File: src/design/tcr_pkg.sv
// package: register map, field layout and types of the temperature recal block
package tcr_pkg;
    localparam logic [7:0] default_temp_gain_code = 8'h80;
    localparam logic [7:0] default_temp_offset_code = 8'h00;
    localparam int cnt_w = 4;
    localparam logic [cnt_w-1:0] cnt_zero = 4'h0;
    localparam logic [cnt_w-1:0] cnt_one = 4'h1;
    localparam logic [cnt_w-1:0] cnt_max = 4'hf;
    // register byte offsets
    localparam logic [7:0] off_comp_control = 8'h00;
    localparam logic [7:0] off_temp_comp_config = 8'h04;
    localparam logic [7:0] off_comp_status = 8'h08;
    localparam logic [7:0] off_upper_temp_threshold = 8'h0c;
    localparam logic [7:0] off_lower_temp_threshold = 8'h10;
    localparam logic [7:0] off_int_gain = 8'h14;
    localparam logic [7:0] off_int_offset = 8'h18;
    localparam logic [7:0] off_ext_gain = 8'h1c;
    localparam logic [7:0] off_ext_offset = 8'h20;
    localparam logic [7:0] off_count = 8'h24;
    // comp_control: value bits [2:0], companion mask bits [10:8]
    localparam int bit_temp_comp = 0;
    localparam int bit_recal_ie = 1;
    localparam int bit_vchop = 2;
    localparam int mask_shift = 8;
    // temp_comp_config: limit [2:0], auto gain enable [4]
    localparam int bit_auto_gain = 4;
    localparam logic [1:0] htrans_nonseq = 2'b10;
    localparam logic [7:0] rst_threshold_upper = 8'hff;
    localparam logic [7:0] rst_threshold_lower = 8'h00;
    localparam logic [8:0] agc_room_code = 9'h000;

    typedef struct packed {
        logic [2:0] ctl;
        logic [2:0] out_of_range_count_limit;
        logic auto_gain_temp_comp_enable;
        logic recal_request_flag;
        logic [7:0] upper_temp_threshold;
        logic [7:0] lower_temp_threshold;
        logic [7:0] internal_sensor_gain_code;
        logic [7:0] internal_sensor_offset_code;
        logic [7:0] external_sensor_gain_code;
        logic [7:0] external_sensor_offset_code;
        logic [cnt_w-1:0] count;
        logic [7:0] wr_addr;
        logic wr_pend;
        logic [31:0] hrdata;
        logic [7:0] gain_code;
        logic [7:0] offset_code;
        logic comp_valid;
        logic comp_is_ext;
        logic recal_irq;
        logic wakeup;
        logic [15:0] latest_chip_temp;
        logic auto_gain_active;
    } tcr_state_s;

    typedef struct packed {
        logic valid;
        logic is_ext;
        logic [15:0] code;
    } tcr_sample_s;
endpackage

File: src/design/tcr_core.sv
// temperature channel compensation select and recalibration request logic
`timescale 1ns/1ps
module tcr_core (
    input wire logic core_clk,
    input wire logic srst,
    input wire logic hsel,
    input wire logic [31:0] haddr,
    input wire logic [1:0] htrans,
    input wire logic hwrite,
    input wire logic [2:0] hsize,
    input wire logic [31:0] hwdata,
    input wire logic hready,
    output logic [31:0] hrdata,
    output logic hreadyout,
    output logic hresp,
    input wire tcr_pkg::tcr_sample_s sample,
    output logic [7:0] gain_code,
    output logic [7:0] offset_code,
    output logic comp_valid,
    output logic comp_is_ext,
    output logic recal_irq,
    output logic wakeup,
    output logic [15:0] latest_chip_temp,
    output logic voltage_auto_gain,
    output logic current_auto_gain,
    output logic voltage_chopper_enable
);
    tcr_pkg::tcr_state_s st;
    tcr_pkg::tcr_state_s next_st;
    logic addr_ph;
    logic out_range;
    logic recal_event;
    logic wr;
    logic [7:0] wb;

    function automatic logic [31:0] rd_mux(input tcr_pkg::tcr_state_s s,
                                           input logic [7:0] a);
        logic [31:0] d;
        d = 32'h0000_0000;
        unique case (a)
            tcr_pkg::off_comp_control: d[2:0] = s.ctl;
            tcr_pkg::off_temp_comp_config: begin
                d[2:0] = s.out_of_range_count_limit;
                d[tcr_pkg::bit_auto_gain] = s.auto_gain_temp_comp_enable;
            end
            tcr_pkg::off_comp_status: d[0] = s.recal_request_flag;
            tcr_pkg::off_upper_temp_threshold: d[7:0] = s.upper_temp_threshold;
            tcr_pkg::off_lower_temp_threshold: d[7:0] = s.lower_temp_threshold;
            tcr_pkg::off_int_gain: d[7:0] = s.internal_sensor_gain_code;
            tcr_pkg::off_int_offset: d[7:0] = s.internal_sensor_offset_code;
            tcr_pkg::off_ext_gain: d[7:0] = s.external_sensor_gain_code;
            tcr_pkg::off_ext_offset: d[7:0] = s.external_sensor_offset_code;
            tcr_pkg::off_count: d[tcr_pkg::cnt_w-1:0] = s.count;
            default: d = 32'h0000_0000;
        endcase
        return d;
    endfunction

    // a chip temperature result is the only input that moves the counter
    function automatic logic chip_result(input tcr_pkg::tcr_sample_s s);
        return s.valid && !s.is_ext;
    endfunction

    // ----------------------------------------------------------------
    // bus slave: zero wait state, write data taken in data phase
    // ----------------------------------------------------------------
    assign addr_ph = hsel && hready && (htrans == tcr_pkg::htrans_nonseq);
    assign wr = st.wr_pend;
    assign wb = hwdata[7:0];
    // only the high byte is compared; low byte is below threshold grain
    assign out_range = (sample.code[15:8] > st.upper_temp_threshold) ||
        (sample.code[15:8] < st.lower_temp_threshold);

    always_comb begin
        next_st = st;
        next_st.wr_pend = addr_ph && hwrite;
        next_st.wr_addr = addr_ph ? haddr[7:0] : st.wr_addr;
        if (wr) begin
            unique case (st.wr_addr)
                tcr_pkg::off_comp_control: begin
                    for (int i = 0; i < 3; i++) begin
                        if (hwdata[tcr_pkg::mask_shift + i]) begin
                            next_st.ctl[i] = hwdata[i];
                        end
                    end
                end
                tcr_pkg::off_temp_comp_config: begin
                    next_st.out_of_range_count_limit = hwdata[2:0];
                    next_st.auto_gain_temp_comp_enable =
                        hwdata[tcr_pkg::bit_auto_gain];
                end
                tcr_pkg::off_upper_temp_threshold:
                    next_st.upper_temp_threshold = wb;
                tcr_pkg::off_lower_temp_threshold:
                    next_st.lower_temp_threshold = wb;
                tcr_pkg::off_int_gain: next_st.internal_sensor_gain_code = wb;
                tcr_pkg::off_int_offset:
                    next_st.internal_sensor_offset_code = wb;
                tcr_pkg::off_ext_gain: next_st.external_sensor_gain_code = wb;
                tcr_pkg::off_ext_offset:
                    next_st.external_sensor_offset_code = wb;
                default: ;
            endcase
        end
        // ------------------------------------------------------------
        // compensation code select per result
        // ------------------------------------------------------------
        next_st.comp_valid = sample.valid;
        next_st.comp_is_ext = sample.is_ext;
        // scaling to 524 K or half supply is analog; codes drive it
        if (!st.ctl[tcr_pkg::bit_temp_comp]) begin
            next_st.gain_code = tcr_pkg::default_temp_gain_code;
            next_st.offset_code = tcr_pkg::default_temp_offset_code;
        end else if (sample.is_ext) begin
            next_st.gain_code = st.external_sensor_gain_code;
            next_st.offset_code = st.external_sensor_offset_code;
        end else begin
            next_st.gain_code = st.internal_sensor_gain_code;
            next_st.offset_code = st.internal_sensor_offset_code;
        end
        // ------------------------------------------------------------
        // out-of-range tracking counter
        // ------------------------------------------------------------
        recal_event = 1'b0;
        if (chip_result(sample)) begin
            next_st.latest_chip_temp = sample.code;
            if (out_range) begin
                if (st.count != tcr_pkg::cnt_max) begin
                    next_st.count = st.count + tcr_pkg::cnt_one;
                end
            end else if (st.count != tcr_pkg::cnt_zero) begin
                next_st.count = st.count - tcr_pkg::cnt_one;
            end
            recal_event = (next_st.count >
                {1'b0, st.out_of_range_count_limit}) &&
                !st.auto_gain_temp_comp_enable;
        end
        if (wr && st.wr_addr == tcr_pkg::off_comp_status && hwdata[0]) begin
            next_st.recal_request_flag = 1'b0;
        end
        // set beats a same-cycle clear
        if (recal_event) begin
            next_st.recal_request_flag = 1'b1;
        end
        next_st.recal_irq = next_st.recal_request_flag &&
            next_st.ctl[tcr_pkg::bit_recal_ie];
        next_st.wakeup = next_st.recal_irq;
        next_st.auto_gain_active = next_st.auto_gain_temp_comp_enable;
        // read data sees a write landing on this edge, so a write followed
        // at once by a read of the same register returns the new value
        next_st.hrdata = (addr_ph && !hwrite) ?
            rd_mux(next_st, haddr[7:0]) : 32'h0000_0000;
    end

    always_ff @(posedge core_clk) begin
        if (srst) begin
            st <= '0;
            st.upper_temp_threshold <= tcr_pkg::rst_threshold_upper;
            st.lower_temp_threshold <= tcr_pkg::rst_threshold_lower;
            st.internal_sensor_gain_code <= tcr_pkg::default_temp_gain_code;
            st.external_sensor_gain_code <= tcr_pkg::default_temp_gain_code;
            st.gain_code <= tcr_pkg::default_temp_gain_code;
        end else begin
            st <= next_st;
        end
    end

    assign hrdata = st.hrdata;
    assign hreadyout = 1'b1;
    assign hresp = 1'b0;
    assign gain_code = st.gain_code;
    assign offset_code = st.offset_code;
    assign comp_valid = st.comp_valid;
    assign comp_is_ext = st.comp_is_ext;
    assign recal_irq = st.recal_irq;
    assign wakeup = st.wakeup;
    assign latest_chip_temp = st.latest_chip_temp;
    // one enable feeds both chains together
    assign voltage_auto_gain = st.auto_gain_active;
    assign current_auto_gain = st.auto_gain_active;
    assign voltage_chopper_enable = st.ctl[tcr_pkg::bit_vchop];
endmodule

File: config.mk
export PLATFORM = sky130hd
export DESIGN_NAME = tcr_core
export DESIGN_NICKNAME = d
export VERILOG_FILES = /design/src/design/tcr_pkg.sv /design/src/design/tcr_core.sv
export SDC_FILE = /design/constraint.sdc
export NUM_CORES = 1
export LEC_CHECK = 0
export CAP_MARGIN = 10
export CELL_PAD_IN_SITES_DETAIL_PLACEMENT = 2
export CELL_PAD_IN_SITES_GLOBAL_PLACEMENT = 2
export CORE_ASPECT_RATIO = 0.9
export CORE_MARGIN = 1
export CORE_UTILIZATION = 33
export CTS_CLUSTER_SIZE = 30
export DETAILED_ROUTE_END_ITERATION = 8
export DONT_BUFFER_PORTS = 1
export HOLD_SLACK_MARGIN = 0.08
export PLACE_DENSITY = 0.78
export SYNTH_ARGS = -nofsm -noshare
export SYNTH_HDL_FRONTEND = slang
export SYNTH_SLANG_ARGS = --single-unit
File: constraint.sdc
create_clock -name core_clk -period 3.1 [get_ports core_clk]
set_input_delay 0.31 -clock core_clk [delete_from_list [all_inputs] [get_ports core_clk]]
set_output_delay 0.31 -clock core_clk [all_outputs]
set_load 0.02 [all_outputs]
# After elaboration in Yosys (flattened, before gate mapping)
# Cells that the tools add are included.
# totals
input_bits	92
elab_cells	92
latchBits	0
memories	0
romBits	0
out_inout_bits	73
ff_bits	136
ramBits	0
# op_classes
muxes	27
bitwise	2
n_div	0
addsub	2
n_lt_le_gt_ge	3
reduce_logical	18
mul	0
n_eq_ne	19
shift	0
# ops
operator	count
8-bit by 5-bit == test with 1-bit output, second input constant	8
48-bit 2-to-1 mux	1
8-bit 2-to-1 mux	6
8-bit by 4-bit == test with 1-bit output, second input constant	4
8-bit by 6-bit == test with 1-bit output, second input constant	3
4-bit 2-to-1 mux	6
2-bit case mux with 9 select lines	1
3-bit case mux with 6 select lines	1
8-bit by 3-bit == test with 1-bit output, second input constant	2
8-bit zero test	2
16-bit 2-to-1 mux	1
1-bit case mux with 7 select lines	2
1-bit case mux with 10 select lines	1
1-bit logical AND	9
8-bit > comparator	1
8-bit less-than comparator	1
7-bit 2-to-1 mux	1
1-bit 2-to-1 mux	6
4-bit by 1-bit adder with 4-bit output, second input constant	1
4-bit by 3-bit > comparator with 1-bit output	1
4-bit inequality test, second input constant	1
4-bit nonzero test	1
2-bit OR reduction	2
4-bit by 1-bit subtractor with 4-bit output, second input constant	1
other kinds (5)	8

# Logic depth before layout (Yosys ltp)
# logic_depth
depth_word	9
depth_mapped	14
mapped_depth_nobuf	14

# Least setup slack after synthesis
# OpenSTA, ideal clock, no wires.
# synth_path
path_type	reg-to-reg
start	reg st[129] (netlist name)
end	reg st, in the netlist hrdata[0]
synth_period_minus_slack_ns	2.908
setup_slack_ns	0.192
setup_ns	0.078
required_ns	3.022
arrival_ns	2.830
path_stages_with_launch	15
cell_sequence	dfxtp_1 -> inv_1 -> ha_1 -> nand4_1 -> nand2b_1 -> a21oi_1 -> nor3_1 -> o21ba_2 -> a22o_1 -> ha_1 -> nor2b_1 -> o21a_1 -> o21ai_0 -> a211o_1 -> a32oi_1
# synth_via
elab_chain_len	9
word_cells_on_any_way	10
classes_between	order compare (2); mux (6); reduce/logical (2)
# synth_lines
element	line	rtl
from (decl)	tcr_core.sv:28	tcr_pkg::tcr_state_s st;
from (signal assigned)	tcr_core.sv:164	st <= next_st;
8-bit > comparator *	tcr_core.sv:71	assign out_range = (sample.code[15:8] > st.upper_temp_threshold) ||
1-bit logical OR *	tcr_core.sv:71	
4-bit 2-to-1 mux *	tcr_core.sv:127	if (out_range) begin
4-bit 2-to-1 mux *	tcr_core.sv:125	if (chip_result(sample)) begin
4-bit by 3-bit > comparator with 1-bit output	tcr_core.sv:134	recal_event = (next_st.count >
1-bit logical AND	tcr_core.sv:135	{1'b0, st.out_of_range_count_limit}) &&
1-bit 2-to-1 mux	tcr_core.sv:125	
1-bit 2-to-1 mux	tcr_core.sv:142	if (recal_event) begin
1-bit case mux with 10 select lines *	tcr_core.sv:40	unique case (a)
# Mark *: on every way between the ends. The rest lies on a longest branch, timed or not. The select of a mux whose other input is x is not followed.
# A chain may end at the register's enable or synchronous reset.

# Worst setup path in the final report
# layout_path
start	reg st[123] (netlist name)
end	reg st, in the netlist hrdata[0]
# The elaborated chain is that of the path after synthesis.

==> flow_summary.yaml <==
placed_design:
  portBuffers: 0
  place_ws_ns: -0.152
  place_congestion: 0.794
  hpwl_um: 12500
  place_inst: 836
  dpl_cell_area_um2: 5620
die:
  core_area_um2: 16900
  fp.dieArea_um2: 17900
  die_y_um: 127
  rows: 45
  io_pins: 165
  start_util_pct: 33.8
  die_x_um: 141
timing:
  holdWs_ns: 0.0881
  post-route-period-util_pct: 99.4
  fin_skew_ns: 0.00886
  finalSetupViolCount: 0
  rsz0062_at_grt: "yes"
  tightest_slew_ns: 0.695
  slew_headroom_pct: 53.6
  drv_slew: 0
  fin_ws_ns: 0.0188
  max_freq_mhz: 325
  fin_crit_ns: 3.08
  hold_viol: 0
worst_setup_path:
  cp-end-kind: "flop"
  r2r-start: "st[123]"
  crit_type: "flop to flop"
  reg2regPathDepth: 15
  critPathMaxFanout: 6
  reg2reg_slack_ns: 0.02
  cp-start-kind: "flop"
  arrival_ns: 3.37
  rr_endpoint: "hrdata[0]"
  cp.required_ns: 3.39
clock_tree:
  clk_latency_ns: 0.37
  cts_buffer_depth: 2
  cts_buffers: 9
  cts_tree: "built"
  clkTransAtPathRegs_ns: 0.08
  htreeDepth: 3
  cts.sinks: 112
  cts_root_buf: "clkbuf_16"
route:
  drc: 0
  via_per_inst: 5.12
  wl_um: 17100
  drtPass1Iterations: 4
  post_drt_wl_per_cell_um: 19.5
  drt_iter0_drc: 141
  drtAntennaViolNets: 0
  routed-via-count: 4484
yosys:
  avgSynthCellArea_um2: 8.72
  synth_cell_type_count: 60
  synth_seq_cells: 112
  ys.warnings.count: 0
  synth_area_um2: 5730
  netlist_instances: 657
  synth_edf_count: 0
  synth_ff_type: "dfxtp_1"
  ys_seq_area_share_pct: 39.1
  async_flop_share_pct: 0
hold_path:
  min_from: "haddr[6]"
  hold_class: "primary input to flop"
  min_path_cells: 2
  holdPathEnd: "st[76]"
global_routing:
  grt_pass1_vias: 4867
  grt_max_degree: 88
  grt-ovfl-total: 0
  antenna_found_initial: 1
  grt_pass1_wl_um: 26600
  grtUsageTotal_pct: 19.5
power:
  p_leak_nw: 2.47
  irDropWorstVdd_mv: 0.241
  power_density_nw_per_um2: 469
finish:
  area_growth_pct: 10.0
  final_area_um2: 6310
  layoutNonFillerInstCount: 875
  nNetsFinal: 746
  drive_above_1_share_pct: 12.2
run:
  maxCapViolCount: 0
status:
  status: "finished, final reports clean"
[cell usage after synthesis, drive strengths merged, types with 2 or more instances]
master	n	area, um2
nand3	13	75.1
nand4b	2	17.5
o22a	3	26.3
a211o	2	17.5
o22ai	17	106
mux2i	70	701
nor3	13	65.1
o21a	2	15.0
nor2	85	319
dfxtp	112	2240
ha	20	250
nand4	7	43.8
nor4b	6	71.3
buf	73	551
o21ai	6	30.0
and3	2	12.5
nor4	7	43.8
nor2b	7	43.8
nand2	66	248
nor3b	5	42.5
xnor2	2	17.5
and3b	2	17.5
a21oi	35	175
clkbuf	28	105
nand2b	16	100
a31oi	2	12.5
inv	21	78.8
conb	2	7.51
and4b	3	30.0
o31a	2	17.5
a21boi	2	15.0
o221a	2	22.5
[per-layer routing]
layer	track usage (%)	vias up	part of all wire [%]
met3	4.61	22	3.8
met5	0	-	0
li1	-	2121	-
met4	7.16	0	2.0
met2	34.9	92	52
met1	22.7	2249	43
[state kept, by name, indices dropped and copies added, names as in the netlist, 8 cells and up]
register	flops
hrdata	8
st	66
latest_chip_temp	16
gain_code	8
offset_code	8
[per-stage QoR]
stage	utilization (%)	setup TNS, ns	total power, mW
floorplan	-	0	1.73
global placement	33.1	0	1.71
detailed placement	33.1	-0.377	1.72
CTS	36.3	0	2.98
global route	37.2	-0.256	3.08
finish	37.2	0	2.96
[cell families (layout without fill, tap and decap cells)]
kind of cell	after synthesis	after routing	share of synthesized area, %
other cells	2	27	0.131
fa+ha+maj	20	20	4.37
buf+inv	122	80	12.8
flops	112	112	39.1
mux	72	72	12.9
simple gates	240	240	20.6
xor+xnor	2	2	0.306
compound gates	87	87	9.76
[cell type report]
cell class,instances,area [um2]
antenna,1,2.50
clock buffer,10,239
clock inverter,6,65.1
fill,1864,10600
inverter,21,78.8
multi-input combinational,447,2970
sequential,112,2250
tap,235,294
timing repair buffer,43,402
[what timing repair did]
item	CTS	global route
hold buffers	20	0
resized for setup	4	31
pin swaps	2	13
buffers inserted	0	2
setup endpoints to repair	3	3
gates cloned	0	0
endpoints found under the hold margin	88	0
[placed cells by master (no fill, tap or decap), drive strengths merged, types with 2 or more instances in the layout]
| cell | n |
|---|---|
| dfxtp | 112 |
| nor2 | 85 |
| mux2i | 70 |
| nand2 | 66 |
| a21oi | 35 |
| conb | 26 |
| inv | 26 |
| buf | 24 |
| ha | 20 |
| dlygate4sd3 | 19 |
| o22ai | 17 |
| nand2b | 16 |
| nand3 | 13 |
| nor3 | 13 |
| clkbuf | 10 |
| nand4 | 7 |
| nor2b | 7 |
| nor4 | 7 |
| o21ai | 6 |
| nor4b | 6 |
| nor3b | 5 |
| and4b | 3 |
| o22a | 3 |
| o21a | 2 |
| and3 | 2 |
| o31a | 2 |
| xnor2 | 2 |
| nand4b | 2 |
| and3b | 2 |
| a31oi | 2 |
| a211o | 2 |
| a21boi | 2 |
| o221a | 2 |
[where the power goes]
| group | total (mW) | internal, mW | switching, mW |
|---|---|---|---|
| Clock | 1.21 | 0.596 | 0.613 |
| Sequential | 1.49 | 1.46 | 0.0336 |
| Combinational | 0.262 | 0.117 | 0.145 |
| Total | 2.96 | 2.17 | 0.792 |
[worst max-delay path by stage]
stage	from	endpoint	slack, ns	cells after the start
floorplan	st[129]	hrdata[0]	0.19	14
global placement	st[129]	hrdata[0]	0.01	14
detailed placement	st[127]	wakeup	-0.15	14
CTS	st[129]	hrdata[0]	0.01	15
global route	st[123]	hrdata[0]	-0.12	15
finish	st[123]	hrdata[0]	0.02	15
[critical path, cell delays in order (launching register included)]
cell	delay, ns
dfxtp_2	0.34
inv_2	0.05
ha_4	0.21
nor2b_1	0.13
o211ai_1	0.21
a21oi_2	0.12
buf_6	0.15
o32ai_4	0.25
a22oi_2	0.13
a22o_1	0.23
ha_1	0.29
nor2b_1	0.12
o21a_1	0.12
o21ai_0	0.08
a211o_1	0.35
a32oi_1	0.21
No activity file was read; power rests on OpenSTA's default activity.
